## src/timer16_cfg.svh

```systemverilog
`ifndef TIMER16_CFG_SVH
`define TIMER16_CFG_SVH

// ==========================================================================
// Register indices (byte address is four times the index)
`define IDX_TIMER_CONTROL_A        6'h00
`define IDX_TIMER_CONTROL_B        6'h01
`define IDX_OUTPUT_VALUE_CONTROL   6'h02
`define IDX_SPLIT_SELECT_CONTROL   6'h03
`define IDX_COMMAND_LOCK_DIR_CLEAR 6'h04
`define IDX_COMMAND_LOCK_DIR_SET   6'h05
`define IDX_BUFFER_VALID_CLEAR     6'h06
`define IDX_BUFFER_VALID_SET       6'h07
`define IDX_EVENT_INPUT_CONTROL    6'h09
`define IDX_IRQ_ENABLE_MASK        6'h0a
`define IDX_IRQ_PENDING_FLAGS      6'h0b
`define IDX_DEBUG_RUN_CONTROL      6'h0e
`define IDX_BYTE_STAGING_LATCH     6'h0f
`define IDX_COUNT_VALUE            6'h20
`define IDX_PERIOD_VALUE           6'h26
`define IDX_COMPARE_VALUE_0        6'h28
`define IDX_COMPARE_VALUE_1        6'h2a
`define IDX_COMPARE_VALUE_2        6'h2c
`define IDX_PERIOD_BUFFER          6'h36
`define IDX_COMPARE_BUFFER_0       6'h38
`define IDX_COMPARE_BUFFER_1       6'h3a
`define IDX_COMPARE_BUFFER_2       6'h3c

// ==========================================================================
// Slots of the 16-bit register array
`define SLOT_CNT     4'd0
`define SLOT_PER     4'd1
`define SLOT_COMPARE_CHANNEL_0_IRQ    4'd2
`define SLOT_PERIOD_BUFFER  4'd5
`define SLOT_CMPBUF0 4'd6
`define SLOT_NONE    4'hf

// ==========================================================================
// Field positions
`define BIT_ENABLE      0
`define BIT_COUNT_ON_EVENT_ENABLE       0
`define BIT_SPLIT_MODE_ENABLE      0
`define BIT_DIR         0
`define BIT_LUPD        1
`define BIT_OVF_LOW_BYTE_UNDERFLOW_IRQ    0
`define BIT_HIGH_BYTE_UNDERFLOW_IRQ        1
`define BIT_CMP_BASE    4

// ==========================================================================
// Reset values
`define RST_BYTE        8'h00
`define RST_PERIOD      16'hffff

`endif

```

## src/timer16_pkg.sv

```systemverilog
`default_nettype none

package timer16_pkg;

  // ========================================================================
  // Wishbone request bundle
  typedef struct packed {
    logic        cyc;
    logic        stb;
    logic        we;
    logic [7:0]  adr;
    logic [3:0]  sel;
    logic [31:0] dat;
  } wb_req_s;

  // ========================================================================
  // Event action field codes, in field order
  typedef enum logic [1:0] {
    ev_rise,
    ev_any,
    ev_gate,
    ev_dir
  } ev_action_e;

  // ========================================================================
  // Whole state of the timer
  typedef struct packed {
    logic             ack;
    logic [7:0]       rdata;
    logic [7:0]       timer_control_a;
    logic [7:0]       timer_control_b;
    logic [7:0]       output_value_control;
    logic             split_mode_enable;
    logic             lupd;
    logic             dir;
    logic [3:0]       bv;
    logic [2:0]       event_input_control;
    logic [7:0]       irq_enable_mask;
    logic [7:0]       flags;
    logic             dbgrun;
    logic [7:0]       temp;
    logic [8:0][15:0] wreg;
    logic [9:0]       presc;
    logic             ev_prev;
  } timer_state_s;

endpackage

`default_nettype wire

```

## src/timer16_event_irq_regmap.sv

```systemverilog
`include "timer16_cfg.svh"
`default_nettype none

// What this block does
// RL1: With event counting and rising action, count once per event rising edge.
// RL2: With any-edge action, count on both rising and falling event edges.
// RL3: Gated action counts prescaled ticks while event high, holds while low.
// RL4: Direction action counts ticks up while event low, down while high.
// RL5: A two-bit action field in event control selects among four actions.
// RL6: Event action applies only when count-on-event bit is 1, else ticks.
// RL7: Split mode ignores all event-controlled counting.
// RL8: Normal mode flags overflow when counter wraps from top to zero.
// RL9: Normal mode flags each compare channel when counter equals its compare.
// RL10: Split mode flags low-byte underflow when low counter reaches bottom.
// RL11: Split mode flags high-byte underflow when high counter reaches bottom.
// RL12: Split mode flags compare channels on low-byte counter vs low compare byte.
// RL13: Every interrupt condition sets its flag regardless of enable.
// RL14: Each interrupt source has its own enable bit in the enable mask.
// RL15: A request is active exactly when enable and flag are both set.
// RL16: A request stays active until software clears the flag.
// RL17: All counting halts during sleep and resumes on wake.
// RL18: Three-bit prescale field divides clock by 1,2,4,8,16,64,256,1024.
// RL19: Writing one clears a flag bit; writing zero leaves it.
// RL20: 16-bit registers go low byte then high byte via the staging latch.
module timer16_event_irq_regmap
  import timer16_pkg::*;
(
  // Clock and reset
  input  wire  logic        clk_i,
  input  wire  logic        rst_i,
  // Wishbone slave
  input  wire  wb_req_s     wb_req_i,
  output logic [31:0]       wb_dat_o,
  output logic              wb_ack_o,
  // Event input and system sleep
  input  wire  logic        event_i,
  input  wire  logic        sleep_i,
  // Interrupt requests per flag bit
  output logic [7:0]        irq_o
);

  // ========================================================================
  // Helpers
  function automatic logic [3:0] word_slot(input logic [5:0] idx);
    logic [3:0] s;
    s = `SLOT_NONE;
    case ({idx[5:1], 1'b0})
      `IDX_COUNT_VALUE:      s = `SLOT_CNT;
      `IDX_PERIOD_VALUE:     s = `SLOT_PER;
      `IDX_COMPARE_VALUE_0:  s = 4'd2;
      `IDX_COMPARE_VALUE_1:  s = 4'd3;
      `IDX_COMPARE_VALUE_2:  s = 4'd4;
      `IDX_PERIOD_BUFFER:    s = `SLOT_PERIOD_BUFFER;
      `IDX_COMPARE_BUFFER_0: s = 4'd6;
      `IDX_COMPARE_BUFFER_1: s = 4'd7;
      `IDX_COMPARE_BUFFER_2: s = 4'd8;
      default:               s = `SLOT_NONE;
    endcase
    return s;
  endfunction

  function automatic logic [9:0] presc_mask(input logic [2:0] code);
    logic [9:0] m;
    m = 10'h000;
    case (code)
      3'h0:    m = 10'h000;
      3'h1:    m = 10'h001;
      3'h2:    m = 10'h003;
      3'h3:    m = 10'h007;
      3'h4:    m = 10'h00f;
      3'h5:    m = 10'h03f;
      3'h6:    m = 10'h0ff;
      default: m = 10'h3ff;
    endcase
    return m;
  endfunction

  // ========================================================================
  // State
  timer_state_s s_ff;
  timer_state_s nxt_s;

  logic       run;
  logic       tick;
  logic [9:0] mask;
  logic [5:0] idx;
  logic [3:0] slot;
  logic       take;
  logic       fire;
  logic       ev_on;

  assign idx  = wb_req_i.adr[7:2];
  assign slot = word_slot(idx);
  assign take = wb_req_i.cyc && wb_req_i.stb && !s_ff.ack;
  assign fire = wb_req_i.cyc && wb_req_i.stb && s_ff.ack;
  assign run  = s_ff.timer_control_a[`BIT_ENABLE] && !sleep_i;                     // [RL17]
  assign mask = presc_mask(s_ff.timer_control_a[3:1]);
  assign tick = run && ((s_ff.presc & mask) == mask);                   // [RL18]
  assign ev_on = s_ff.event_input_control[`BIT_COUNT_ON_EVENT_ENABLE] && !s_ff.split_mode_enable;                // [RL6] [RL7]

  assign wb_ack_o = s_ff.ack;
  assign wb_dat_o = {24'h000000, s_ff.rdata};
  assign irq_o    = s_ff.flags & s_ff.irq_enable_mask;                          // [RL14] [RL15]

  // ========================================================================
  // Next state
  always_comb begin
    logic        step;
    logic        down;
    logic [15:0] cnt;
    logic [15:0] period_value;
    logic [15:0] word;
    logic [7:0]  lo;
    logic [7:0]  hi;
    logic [7:0]  set;
    logic [7:0]  clr;
    logic [7:0]  wd;
    step = 1'b0;
    down = 1'b0;
    cnt  = s_ff.wreg[`SLOT_CNT];
    period_value  = s_ff.wreg[`SLOT_PER];
    word = 16'h0000;
    lo   = 8'h00;
    hi   = 8'h00;
    set  = 8'h00;
    clr  = 8'h00;
    wd   = wb_req_i.dat[7:0];
    nxt_s = s_ff;
    nxt_s.ev_prev = event_i;

    // Prescaler restarts whenever the timer stops, so phase is known on start
    nxt_s.presc = run ? 10'(s_ff.presc + 10'h001) : 10'h000;            // [RL17]

    // ------------------------------------------------------------------
    // Counting
    if (s_ff.split_mode_enable) begin
      // Two down-counters; events have no say here
      if (tick) begin                                                   // [RL7]
        lo = cnt[7:0];
        hi = cnt[15:8];
        if (lo == 8'h00) begin
          lo = period_value[7:0];
          set[`BIT_OVF_LOW_BYTE_UNDERFLOW_IRQ] = 1'b1;                                    // [RL10]
        end else begin
          lo = 8'(lo - 8'h01);
        end
        if (hi == 8'h00) begin
          hi = period_value[15:8];
          set[`BIT_HIGH_BYTE_UNDERFLOW_IRQ] = 1'b1;                                        // [RL11]
        end else begin
          hi = 8'(hi - 8'h01);
        end
        cnt = {hi, lo};
        for (int i = 0; i < 3; i++) begin
          if (lo == s_ff.wreg[4'(i + 2)][7:0]) begin
            set[`BIT_CMP_BASE + i] = 1'b1;                              // [RL12]
          end
        end
      end
    end else begin
      if (ev_on) begin
        case (ev_action_e'(s_ff.event_input_control[2:1]))                           // [RL5]
          ev_rise: step = run && event_i && !s_ff.ev_prev;              // [RL1]
          ev_any:  step = run && (event_i != s_ff.ev_prev);             // [RL2]
          ev_gate: step = tick && event_i;                              // [RL3]
          ev_dir: begin
            step = tick;
            down = event_i;                                             // [RL4]
          end
          default: step = 1'b0;
        endcase
      end else begin
        step = tick;                                                    // [RL6]
        down = s_ff.dir;
      end
      if (step) begin
        if (!down && cnt == period_value) begin
          cnt = 16'h0000;
          set[`BIT_OVF_LOW_BYTE_UNDERFLOW_IRQ] = 1'b1;                                    // [RL8]
        end else if (down && cnt == 16'h0000) begin
          cnt = period_value;
          set[`BIT_OVF_LOW_BYTE_UNDERFLOW_IRQ] = 1'b1;
        end else if (down) begin
          cnt = 16'(cnt - 16'h0001);
        end else begin
          cnt = 16'(cnt + 16'h0001);
        end
        for (int i = 0; i < 3; i++) begin
          if (cnt == s_ff.wreg[4'(i + 2)]) begin
            set[`BIT_CMP_BASE + i] = 1'b1;                              // [RL9]
          end
        end
      end
    end
    nxt_s.wreg[`SLOT_CNT] = cnt;

    // ------------------------------------------------------------------
    // Bus: read data captured on take, effects land on the ack edge
    nxt_s.ack = take;
    if (take) begin
      nxt_s.rdata = 8'h00;
      if (slot != `SLOT_NONE) begin
        word = s_ff.wreg[slot];
        nxt_s.rdata = idx[0] ? s_ff.temp : word[7:0];                   // [RL20]
      end else begin
        case (idx)
          `IDX_TIMER_CONTROL_A:        nxt_s.rdata = s_ff.timer_control_a;
          `IDX_TIMER_CONTROL_B:        nxt_s.rdata = s_ff.timer_control_b;
          `IDX_OUTPUT_VALUE_CONTROL:   nxt_s.rdata = s_ff.output_value_control;
          `IDX_SPLIT_SELECT_CONTROL:   nxt_s.rdata = {7'h00, s_ff.split_mode_enable};
          `IDX_COMMAND_LOCK_DIR_CLEAR,
          `IDX_COMMAND_LOCK_DIR_SET:   nxt_s.rdata = {6'h00, s_ff.lupd, s_ff.dir};
          `IDX_BUFFER_VALID_CLEAR,
          `IDX_BUFFER_VALID_SET:       nxt_s.rdata = {4'h0, s_ff.bv};
          `IDX_EVENT_INPUT_CONTROL:    nxt_s.rdata = {5'h00, s_ff.event_input_control};
          `IDX_IRQ_ENABLE_MASK:        nxt_s.rdata = s_ff.irq_enable_mask;
          `IDX_IRQ_PENDING_FLAGS:      nxt_s.rdata = s_ff.flags;
          `IDX_DEBUG_RUN_CONTROL:      nxt_s.rdata = {7'h00, s_ff.dbgrun};
          `IDX_BYTE_STAGING_LATCH:     nxt_s.rdata = s_ff.temp;
          default:                     nxt_s.rdata = 8'h00;
        endcase
      end
    end

    if (fire && !wb_req_i.we && slot != `SLOT_NONE && !idx[0]) begin
      word = s_ff.wreg[slot];
      nxt_s.temp = word[15:8];                                          // [RL20]
    end

    if (fire && wb_req_i.we && wb_req_i.sel[0]) begin
      if (slot != `SLOT_NONE) begin
        if (idx[0]) begin
          nxt_s.wreg[slot] = {wd, s_ff.temp};                           // [RL20]
        end else begin
          nxt_s.temp = wd;
        end
      end else begin
        case (idx)
          `IDX_TIMER_CONTROL_A:        nxt_s.timer_control_a = {4'h0, wd[3:0]};
          `IDX_TIMER_CONTROL_B:        nxt_s.timer_control_b = {1'b0, wd[6:0]};
          `IDX_OUTPUT_VALUE_CONTROL:   nxt_s.output_value_control = {5'h00, wd[2:0]};
          `IDX_SPLIT_SELECT_CONTROL:   nxt_s.split_mode_enable = wd[`BIT_SPLIT_MODE_ENABLE];
          `IDX_COMMAND_LOCK_DIR_CLEAR: begin
            nxt_s.lupd = s_ff.lupd && !wd[`BIT_LUPD];
            nxt_s.dir  = s_ff.dir && !wd[`BIT_DIR];
          end
          `IDX_COMMAND_LOCK_DIR_SET: begin
            nxt_s.lupd = s_ff.lupd || wd[`BIT_LUPD];
            nxt_s.dir  = s_ff.dir || wd[`BIT_DIR];
          end
          `IDX_BUFFER_VALID_CLEAR:     nxt_s.bv = s_ff.bv & ~wd[3:0];
          `IDX_BUFFER_VALID_SET:       nxt_s.bv = s_ff.bv | wd[3:0];
          `IDX_EVENT_INPUT_CONTROL:    nxt_s.event_input_control = wd[2:0];
          `IDX_IRQ_ENABLE_MASK:        nxt_s.irq_enable_mask = wd & 8'h73;      // [RL14]
          `IDX_IRQ_PENDING_FLAGS:      clr = wd;                        // [RL19]
          `IDX_DEBUG_RUN_CONTROL:      nxt_s.dbgrun = wd[0];
          `IDX_BYTE_STAGING_LATCH:     nxt_s.temp = wd;
          default:                     nxt_s.temp = s_ff.temp;
        endcase
      end
    end

    // A new event beats a clear in the same cycle; flags ignore the mask
    nxt_s.flags = (s_ff.flags & ~clr) | set;                            // [RL13] [RL16] [RL19]
  end

  always_ff @(posedge clk_i) begin
    if (rst_i) begin
      s_ff <= '0;
      s_ff.wreg[`SLOT_PER] <= `RST_PERIOD;
      s_ff.wreg[`SLOT_PERIOD_BUFFER] <= `RST_PERIOD;
    end else begin
      s_ff <= nxt_s;
    end
  end

  // ========================================================================
  // Assertions
  a_rise_count: assert property ( // [RL1]
    @(posedge clk_i) disable iff (rst_i)
    (!s_ff.split_mode_enable && ev_on && s_ff.event_input_control[2:1] == 2'h0 && run && event_i
     && !s_ff.ev_prev && !wb_req_i.cyc && s_ff.wreg[`SLOT_CNT] != s_ff.wreg[`SLOT_PER])
    |=> s_ff.wreg[`SLOT_CNT] == 16'($past(s_ff.wreg[`SLOT_CNT]) + 16'h0001))
    else $error("rising event did not advance counter");

  a_fall_count: assert property ( // [RL2]
    @(posedge clk_i) disable iff (rst_i)
    (ev_on && s_ff.event_input_control[2:1] == 2'h1 && run && !event_i && s_ff.ev_prev
     && !wb_req_i.cyc && s_ff.wreg[`SLOT_CNT] != s_ff.wreg[`SLOT_PER])
    |=> s_ff.wreg[`SLOT_CNT] == 16'($past(s_ff.wreg[`SLOT_CNT]) + 16'h0001))
    else $error("falling event not counted in any-edge action");

  a_gate_hold: assert property ( // [RL3]
    @(posedge clk_i) disable iff (rst_i)
    (ev_on && s_ff.event_input_control[2:1] == 2'h2 && !event_i && !wb_req_i.cyc)
    |=> $stable(s_ff.wreg[`SLOT_CNT]))
    else $error("gated count moved while event low");

  a_dir_down: assert property ( // [RL4]
    @(posedge clk_i) disable iff (rst_i)
    (ev_on && s_ff.event_input_control[2:1] == 2'h3 && event_i && tick && !wb_req_i.cyc
     && s_ff.wreg[`SLOT_CNT] != 16'h0000)
    |=> s_ff.wreg[`SLOT_CNT] == 16'($past(s_ff.wreg[`SLOT_CNT]) - 16'h0001))
    else $error("direction action did not count down");

  a_split_noevent: assert property ( // [RL7]
    @(posedge clk_i) disable iff (rst_i)
    (s_ff.split_mode_enable && !tick && !wb_req_i.cyc) |=> $stable(s_ff.wreg[`SLOT_CNT]))
    else $error("split counter moved without a tick");

  a_wrap_ovf: assert property ( // [RL8]
    @(posedge clk_i) disable iff (rst_i)
    (!s_ff.split_mode_enable && !ev_on && !s_ff.dir && tick && !(fire && wb_req_i.we)
     && s_ff.wreg[`SLOT_CNT] == s_ff.wreg[`SLOT_PER])
    |=> s_ff.wreg[`SLOT_CNT] == 16'h0000 && s_ff.flags[`BIT_OVF_LOW_BYTE_UNDERFLOW_IRQ])
    else $error("wrap at top did not zero counter and flag overflow");

  a_flag_sticky: assert property ( // [RL16]
    @(posedge clk_i) disable iff (rst_i)
    (irq_o[`BIT_OVF_LOW_BYTE_UNDERFLOW_IRQ] && !wb_req_i.cyc) |=> irq_o[`BIT_OVF_LOW_BYTE_UNDERFLOW_IRQ]) 
    else $error("request dropped without a flag clear");

  a_sleep_halt: assert property ( // [RL17]
    @(posedge clk_i) disable iff (rst_i)
    (sleep_i && !wb_req_i.cyc) |=> $stable(s_ff.wreg[`SLOT_CNT]) && s_ff.presc == 10'h000)
    else $error("timer ran during sleep");

  // Only a software write to the counter may override the reload
  a_lo_underflow: assert property ( // [RL10]
    @(posedge clk_i) disable iff (rst_i)
    (s_ff.split_mode_enable && tick && s_ff.wreg[`SLOT_CNT][7:0] == 8'h00 && !(fire && wb_req_i.we))
    |=> s_ff.flags[`BIT_OVF_LOW_BYTE_UNDERFLOW_IRQ]
        && s_ff.wreg[`SLOT_CNT][7:0] == $past(s_ff.wreg[`SLOT_PER][7:0]))
    else $error("low byte did not reload and flag underflow");

  a_hi_underflow: assert property ( // [RL11]
    @(posedge clk_i) disable iff (rst_i)
    (s_ff.split_mode_enable && tick && s_ff.wreg[`SLOT_CNT][15:8] == 8'h00 && !(fire && wb_req_i.we))
    |=> s_ff.flags[`BIT_HIGH_BYTE_UNDERFLOW_IRQ]
        && s_ff.wreg[`SLOT_CNT][15:8] == $past(s_ff.wreg[`SLOT_PER][15:8]))
    else $error("high byte did not reload and flag underflow");

endmodule

`default_nettype wire

```

## config.mk

```make
export PLATFORM = sky130hd
export DESIGN_NAME = timer16_event_irq_regmap
export DESIGN_NICKNAME = d
export VERILOG_FILES = /design/src/timer16_pkg.sv /design/src/timer16_event_irq_regmap.sv
export VERILOG_INCLUDE_DIRS = /design/src
export SDC_FILE = /design/constraint.sdc
export NUM_CORES = 1
export LEC_CHECK = 0
export BUFFER_PORTS_ARGS = -buffer_cell sky130_fd_sc_hd__clkbuf_2
export CORE_MARGIN = 2
export CORE_UTILIZATION = 56
export CTS_CLUSTER_DIAMETER = 60
export CTS_CLUSTER_SIZE = 8
export DETAILED_ROUTE_END_ITERATION = 6
export PLACE_DENSITY = 0.75
export SYNTH_ARGS = -nofsm -noshare
export SYNTH_HDL_FRONTEND = slang
export SYNTH_SLANG_ARGS = --single-unit
```

## constraint.sdc

```tcl
create_clock -name clk_i -period 3.9 [get_ports clk_i]
set_clock_uncertainty 0.15 [all_clocks]
set_input_delay 0.39 -clock clk_i [delete_from_list [all_inputs] [get_ports clk_i]]
set_output_delay 0.39 -clock clk_i [all_outputs]
set_load 0.01 [all_outputs]
```

==> results of run 1 <==
-- cell families after synthesis --
| logic type | count (synthesis) | share of synthesized area |
|---|---|---|
| simple gates | 785 | 0.268 |
| compound gates | 482 | 0.245 |
| fa+ha+maj | 18 | 0.0172 |
| mux | 53 | 0.0398 |
| flops | 210 | 0.310 |
| xor+xnor | 67 | 0.0433 |
| buf+inv | 228 | 0.0761 |
| other cells | 1 | 0.000277 |
-- path summary, 6_finish.rpt --
kind | from | to | slack, ns | cells after the start
setup reg to reg | s_ff[189] | s_ff[168] | 0.17 | 13
setup / recovery | s_ff[189] | s_ff[168] | 0.17 | 13
hold reg to reg | s_ff[171] | s_ff[171] | 0.30 | 2
hold / removal | wb_req_i[46] | wb_dat_o[3] | 0.09 | 5
-- per-layer routing --
| metal | global-route usage | vias to the layer above | share of wire |
|---|---|---|---|
| met4 | 0.206 | 0 | 0.056 |
| li1 | - | 6691 | - |
| met3 | 0.0690 | 162 | 0.10 |
| met5 | 0 | - | 0 |
| met2 | 0.634 | 896 | 0.45 |
| met1 | 0.514 | 6932 | 0.39 |
-- through the flow --
stage	instance area [sq um]	TNS (ns)	hold slack (ns)
after floorplan	13600	0	0.276
after global placement	14700	-0.592	0.286
after detailed placement	14700	-0.723	0.291
after CTS	15600	0	0.0706
after global routing	15600	-0.0198	0.166
final	15600	0	0.0908
-- synth_stat cells, types with 13 or more instances --
cell type	instances
sky130_fd_sc_hd__nor3_1	53
sky130_fd_sc_hd__o21ai_0	47
sky130_fd_sc_hd__nor4_1	21
sky130_fd_sc_hd__clkbuf_1	133
sky130_fd_sc_hd__o22ai_1	14
sky130_fd_sc_hd__nand2_1	340
sky130_fd_sc_hd__ha_1	17
sky130_fd_sc_hd__nand4_1	18
sky130_fd_sc_hd__buf_4	37
sky130_fd_sc_hd__a211oi_1	31
sky130_fd_sc_hd__nand3b_1	21
sky130_fd_sc_hd__a22oi_1	13
sky130_fd_sc_hd__inv_1	36
sky130_fd_sc_hd__nand3_1	50
sky130_fd_sc_hd__o211ai_1	15
sky130_fd_sc_hd__and2_1	17
sky130_fd_sc_hd__a211o_1	27
sky130_fd_sc_hd__mux2i_1	49
sky130_fd_sc_hd__nand2b_1	15
sky130_fd_sc_hd__nor2b_1	30
sky130_fd_sc_hd__a222oi_1	40
sky130_fd_sc_hd__a21oi_1	177
sky130_fd_sc_hd__xor2_1	45
sky130_fd_sc_hd__xnor2_1	22
sky130_fd_sc_hd__dfxtp_1	210
sky130_fd_sc_hd__nor2_1	168
-- power by group --
group,internal [mW],switching (mW)
Sequential,2.16,0.00425
Clock,1.49,0.931
Combinational,0.0542,0.168
Total,3.70,1.10
-- layout by cell type (no fill, tap or decap), types with 7 or more instances in the layout --
master / count
sky130_fd_sc_hd__mux2i_1: 49
sky130_fd_sc_hd__a2111oi_0: 7
sky130_fd_sc_hd__inv_1: 36
sky130_fd_sc_hd__nand3_1: 49
sky130_fd_sc_hd__dfxtp_1: 210
sky130_fd_sc_hd__a21oi_1: 176
sky130_fd_sc_hd__and2_1: 17
sky130_fd_sc_hd__a31oi_1: 7
sky130_fd_sc_hd__ha_1: 17
sky130_fd_sc_hd__clkbuf_2: 34
sky130_fd_sc_hd__clkbuf_16: 31
sky130_fd_sc_hd__o22ai_1: 14
sky130_fd_sc_hd__nand3b_1: 21
sky130_fd_sc_hd__nand2b_1: 15
sky130_fd_sc_hd__nor2b_1: 30
sky130_fd_sc_hd__o211ai_1: 15
sky130_fd_sc_hd__a211o_1: 27
sky130_fd_sc_hd__a22oi_1: 13
sky130_fd_sc_hd__buf_4: 167
sky130_fd_sc_hd__conb_1: 27
sky130_fd_sc_hd__o21ai_0: 46
sky130_fd_sc_hd__nor4_1: 19
sky130_fd_sc_hd__nor3_1: 50
sky130_fd_sc_hd__a221oi_1: 10
sky130_fd_sc_hd__and3_1: 7
sky130_fd_sc_hd__nand4_1: 18
sky130_fd_sc_hd__nor2_1: 163
sky130_fd_sc_hd__xor2_1: 44
sky130_fd_sc_hd__xnor2_1: 22
sky130_fd_sc_hd__a211oi_1: 30
sky130_fd_sc_hd__nand2_1: 340
sky130_fd_sc_hd__a222oi_1: 40
sky130_fd_sc_hd__or3_1: 7
-- repair_timing --
action                                  CTS  global route
gates resized for setup                   3            11
pin swaps                                 0             0
endpoints found under the setup margin    2             6
hold buffers                              3             0
endpoints found under the hold margin     2             0
-- cell type report --
class / instances / area, sq um / share of cell area
tap: 319 / 399 / 0.0255
multi-input combinational: 1432 / 8490 / 0.543
inverter: 37 / 139 / 0.00889
sequential: 210 / 4200 / 0.269
timing repair buffer: 209 / 1550 / 0.0989
clock buffer: 33 / 803 / 0.0514
clock inverter: 3 / 47.5 / 0.00304
-- critical path: cells and delay by family (launching register included) --
| kind | cells | cell delay, ns |
|---|---|---|
| buf+inv | 1 | 0.19 |
| flops | 1 | 0.30 |
| mux | 1 | 0.38 |
| simple gates | 5 | 0.81 |
| fa+ha+maj | 1 | 0.31 |
| compound gates | 5 | 1.49 |
==> results.toml, run 1 <==
[worst_setup_path]
timing.critical_path.to_type = "flip-flop"
cp_data_required_time_ns = 4.23
critical_path_class = "flip-flop to flip-flop"
cp.arrival_ns = 4.06
critical_path.max_fanout = 7
crit_path_start_kind = "flip-flop"
cp_slowest_stage_delay_ns = 0.38
slowest_stage = "sky130_fd_sc_hd__mux2_4"
timing.critical_path.cells = "nand2b_1 -> mux2_4 -> ha_1 -> a211o_1 -> a211o_1 -> buf_4 -> a2111o_1 -> nand4_1 -> nor4_1 -> a311oi_1 -> and4b_1 -> nand4_1 -> o21ai_0"

[synth]
leading_cell_types_by_total_area_after_synthesis = "sky130_fd_sc_hd__dfxtp_1, sky130_fd_sc_hd__nand2_1, sky130_fd_sc_hd__a21oi_1"
synth.largest_area_cell = "sky130_fd_sc_hd__dfxtp_1"
async_reset_ff_frac = 0
yosys_cell_types = 92
syn_inst = 1844
synth.avg_cell_area_sq_um = 7.34
synth_seq_cells = 210
synthesis.yosys.warnings = 0
syn_area_sq_mm = 0.0135
ys_dominant_reg_cell = "sky130_fd_sc_hd__dfxtp_1"
synth_top_area_share = 0.310
synth-edff-count = 0
synth.yosys.seq_area_share = 0.310

[placed_design]
place.detailed.instances = 2204
dp_worst_slack_ns = -0.335
dp_hpwl_mm = 38.0
gp_congestion = 0.968
place.port_buffers = 35

[global_routing]
grt_first_pass_wirelength_mm = 79.5
initial_antenna_violation_count = 0
via_count_of_the_first_global_routing_pass = 13500
all_layer_global_routing_usage = 0.397
pin_count_of_the_biggest_net_entering_global_routing = 114
globalRouteOverflowTotal = 0

[sta]
slew_headroom = 0.236
final-setup-viol-count = 0
finalHoldViolCount = 0
timing_worst_slew_pin_value_ns = 1.15
finalCritPeriodShare = 0.958
post-route-worst-setup-slack_ns = 0.166
fmax_mhz = 268
timing_max_transition_violations_final = 0
min_period_ns = 3.73

[clock_network]
clock-root-buffer = "sky130_fd_sc_hd__clkbuf_16"
tritoncts = "done"
cts.clk_slew.worst_paths_ns = 0.05
clk_latency_ns = 0.55
total_cts_buffers = 31
htree_num_levels = 1
clock_sinks = 210
cts_setup_buffers = 0
cts-root-to-sink-buffers = 3

[floorplan]
row_count = 56
initial_core_util = 0.573
fp.coreArea_sq_mm = 0.0236
design.portCount = 92
die_y_um = 160
floorplan_die_area_sq_mm = 0.0254
die_width_um = 160

[routing]
dr.first_iter.drc_count = 1671
drt_pre_antenna_iters = 7
routed-via-count = 14700
antenna_left = 0
route.detailed.vias_per_inst = 6.55
remaining_drc_errors = 17
drt-wirelength-per-cell_um = 23.5
postRouteWirelength_mm = 52.7

[layout]
layout.cells.non_filler = 2243
finish.net_count = 1990
post_route_cells_drive_above_1_share = 0.151
layout.core_utilization = 0.662
fillerInstances = 2032
insertedDiodeCount = 0
areaGrowthSynthToFinish_pct = 15.4

[power_and_ir_drop]
peakVddDrop_mv = 0.344
power.leakage_nw = 5.72
pwr_density_cell_mw_per_mm2 = 307
sum_of_internal_switching_and_leakage_power_mw = 4.80

[run]
timing.max_cap.violations = 0

[status]
status = "finished, violations left"
violations_in_the_final_reports = "DRC"

[hold_path]
hold_path.class = "input port to flip-flop"
Note: power is estimated with default switching activity, not from simulation.
==> inputs of run 2 (changes only) <==
- BUFFER_PORTS_ARGS: -buffer_cell sky130_fd_sc_hd__clkbuf_2 -> -buffer_cell sky130_fd_sc_hd__buf_4
==> run 2 against run 1 <==
Against the previous run: the run still ends with DRC left; register-to-register slack got worse by 0.11 ns; die area did not move; count of clock-buffer cells in the layout down 2; wire length rose by 0.53%; setup slack worse by 0.11 ns; sequential share of layout area is essentially flat; maximum frequency down 2.9%; power decreased by 2.4%; highest routed layer unchanged.
==> results.toml, run 2 (same netlist as run 1, synthesis figures left out) <==
[status]
status = "finished, violations left"
violations_in_the_final_reports = "DRC"

[floorplan]
row_count = 56
die_width_um = 160
die_y_um = 160
floorplan_die_area_sq_mm = 0.0254
design.portCount = 92
fp.coreArea_sq_mm = 0.0236
initial_core_util = 0.573

[power_and_ir_drop]
power.leakage_nw = 5.66
pwr_density_cell_mw_per_mm2 = 300
peakVddDrop_mv = 0.348

[run]
timing.max_cap.violations = 0

[routing]
route.detailed.vias_per_inst = 6.62
met3_length_mm = 5.27
met1Wirelength_mm = 21.3
dr.first_iter.drc_count = 1953
antenna_left = 0
remaining_drc_errors = 8
postRouteWirelength_mm = 53.0
drt_pre_antenna_iters = 7
top_layer_used = "met4"
routed-via-count = 14800
drt-wirelength-per-cell_um = 23.8
met2_length_mm = 23.6

[clock_network]
cts.clk_slew.worst_paths_ns = 0.05
clk_latency_ns = 0.55
htree_num_levels = 1
clock_sinks = 210
clock-root-buffer = "sky130_fd_sc_hd__clkbuf_16"
cts-root-to-sink-buffers = 3
tritoncts = "done"
total_cts_buffers = 31

[layout]
insertedDiodeCount = 0
layout.cells.non_filler = 2229
areaGrowthSynthToFinish_pct = 15.3
multi_input_comb_area_sq_mm = 0.00856
area.sequential_sq_mm = 0.00420
fillerInstances = 2086
finish.net_count = 1978
post_route_cells_drive_above_1_share = 0.150
layout.core_utilization = 0.661
layout.cells.most_common_list = "sky130_fd_sc_hd__nand2_1, sky130_fd_sc_hd__dfxtp_1, sky130_fd_sc_hd__buf_4"
mostFrequentLayoutCell = "sky130_fd_sc_hd__nand2_1"

[worst_setup_path]
crit-reg2reg-capture = "s_ff[168]"
timing.critical_path.to_type = "flip-flop"
crit_path_start_kind = "flip-flop"
startpoint = "s_ff[182]"
worst_setup_path_endpoint = "s_ff[168]"
critical_path.max_fanout = 5
timing.rr.start = "s_ff[182]"
critical_path_class = "flip-flop to flip-flop"
r2r_setup_slack_ns = 0.06
cp_data_required_time_ns = 4.21
worstRegToRegCells = 15
cp.arrival_ns = 4.16

[global_routing]
all_layer_global_routing_usage = 0.398
initial_antenna_violation_count = 0
via_count_of_the_first_global_routing_pass = 13700
grt_first_pass_wirelength_mm = 80.2
pin_count_of_the_biggest_net_entering_global_routing = 110
globalRouteOverflowTotal = 0

[sta]
finalHoldViolCount = 0
min_period_ns = 3.84
fmax_mhz = 260
finalCritPeriodShare = 0.986
final-setup-viol-count = 0
grt_setup_unrepaired = "true"
timing_worst_slew_pin_value_ns = 1.27
timing_max_transition_violations_final = 0
slew_headroom = 0.150

[placed_design]
place.port_buffers = 35
place.detailed.instances = 2188
gp_congestion = 1.00
dp_hpwl_mm = 37.8

[hold_path]
hold_path.class = "input port to flip-flop"
-- run 2: final cells by class --
class	count	area share
clock buffer	31	0.0497
clock inverter	3	0.00136
sequential	210	0.269
timing repair buffer	196	0.0968
tap	319	0.0256
inverter	37	0.00890
multi-input combinational	1433	0.548
-- run 2: what timing repair did --
item                                    CTS  global route
gates cloned                              0             1
hold buffers                              4             0
endpoints found under the setup margin    4             5
setup buffers                             0             2
resized for setup                         4            24
pin swaps                                 0             8
endpoints found under the hold margin     3             0
-- run 2: metrics by stage --
step           area [sq um]  hold WS [ns]  TNS [ns]  worst slack [ns]  total power, mW
3_3_place_gp          14600         0.287    -0.538            -0.185             2.42
4_1_cts               15500        0.0497         0           0.00501             4.67
6_report              15600        0.0594         0            0.0551             4.69
2_1_floorplan         13600         0.276         0             0.329             2.37
5_1_grt               15600        0.0734    -0.205           -0.0626             4.79
3_5_place_dp          14600         0.289    -0.686            -0.199             2.43
-- run 2: worst min path at each step --
stage	cells after the start	start	slack, ns	to
after floorplan	1	s_ff[1]	0.28	s_ff[1]
after global placement	1	s_ff[1]	0.29	s_ff[1]
after detailed placement	2	s_ff[167]	0.29	s_ff[167]
after CTS	3	wb_req_i[6]	0.05	flip-flop
after global routing	3	wb_req_i[4]	0.07	flip-flop
final	3	wb_req_i[6]	0.06	flip-flop
-- run 2: worst max-delay path, cell delays in order (launching register included) --
cell and delay (ns):
sky130_fd_sc_hd__dfxtp_1 0.33, sky130_fd_sc_hd__and3_2 0.26, sky130_fd_sc_hd__mux2_4 0.26, sky130_fd_sc_hd__buf_4 0.15, sky130_fd_sc_hd__inv_2 0.04, sky130_fd_sc_hd__fa_1 0.39
sky130_fd_sc_hd__nand2b_4 0.17, sky130_fd_sc_hd__a21o_1 0.23, sky130_fd_sc_hd__nand4b_1 0.11, sky130_fd_sc_hd__nand3b_1 0.23, sky130_fd_sc_hd__buf_4 0.22, sky130_fd_sc_hd__a311o_1 0.34
sky130_fd_sc_hd__a311o_2 0.32, sky130_fd_sc_hd__nor4_2 0.20, sky130_fd_sc_hd__nand4_1 0.20, sky130_fd_sc_hd__o21ai_0 0.13
-- run 2: routing by layer --
layer | vias to the layer above | global-route usage
met3 | 155 | 0.0623
li1 | 6681 | -
met5 | - | 0
met4 | 0 | 0.188
met2 | 892 | 0.630
met1 | 7029 | 0.532
-- run 2: report_power, final --
| group | switching (mW) | leakage [nW] | total [mW] | internal [mW] |
|---|---|---|---|---|
| combinational | 0.168 | 3.58 | 0.235 | 0.0668 |
| sequential | 0.00468 | 1.69 | 2.16 | 2.16 |
| clock | 0.912 | 0.390 | 2.29 | 1.38 |
| total | 1.09 | 5.66 | 4.69 | 3.60 |
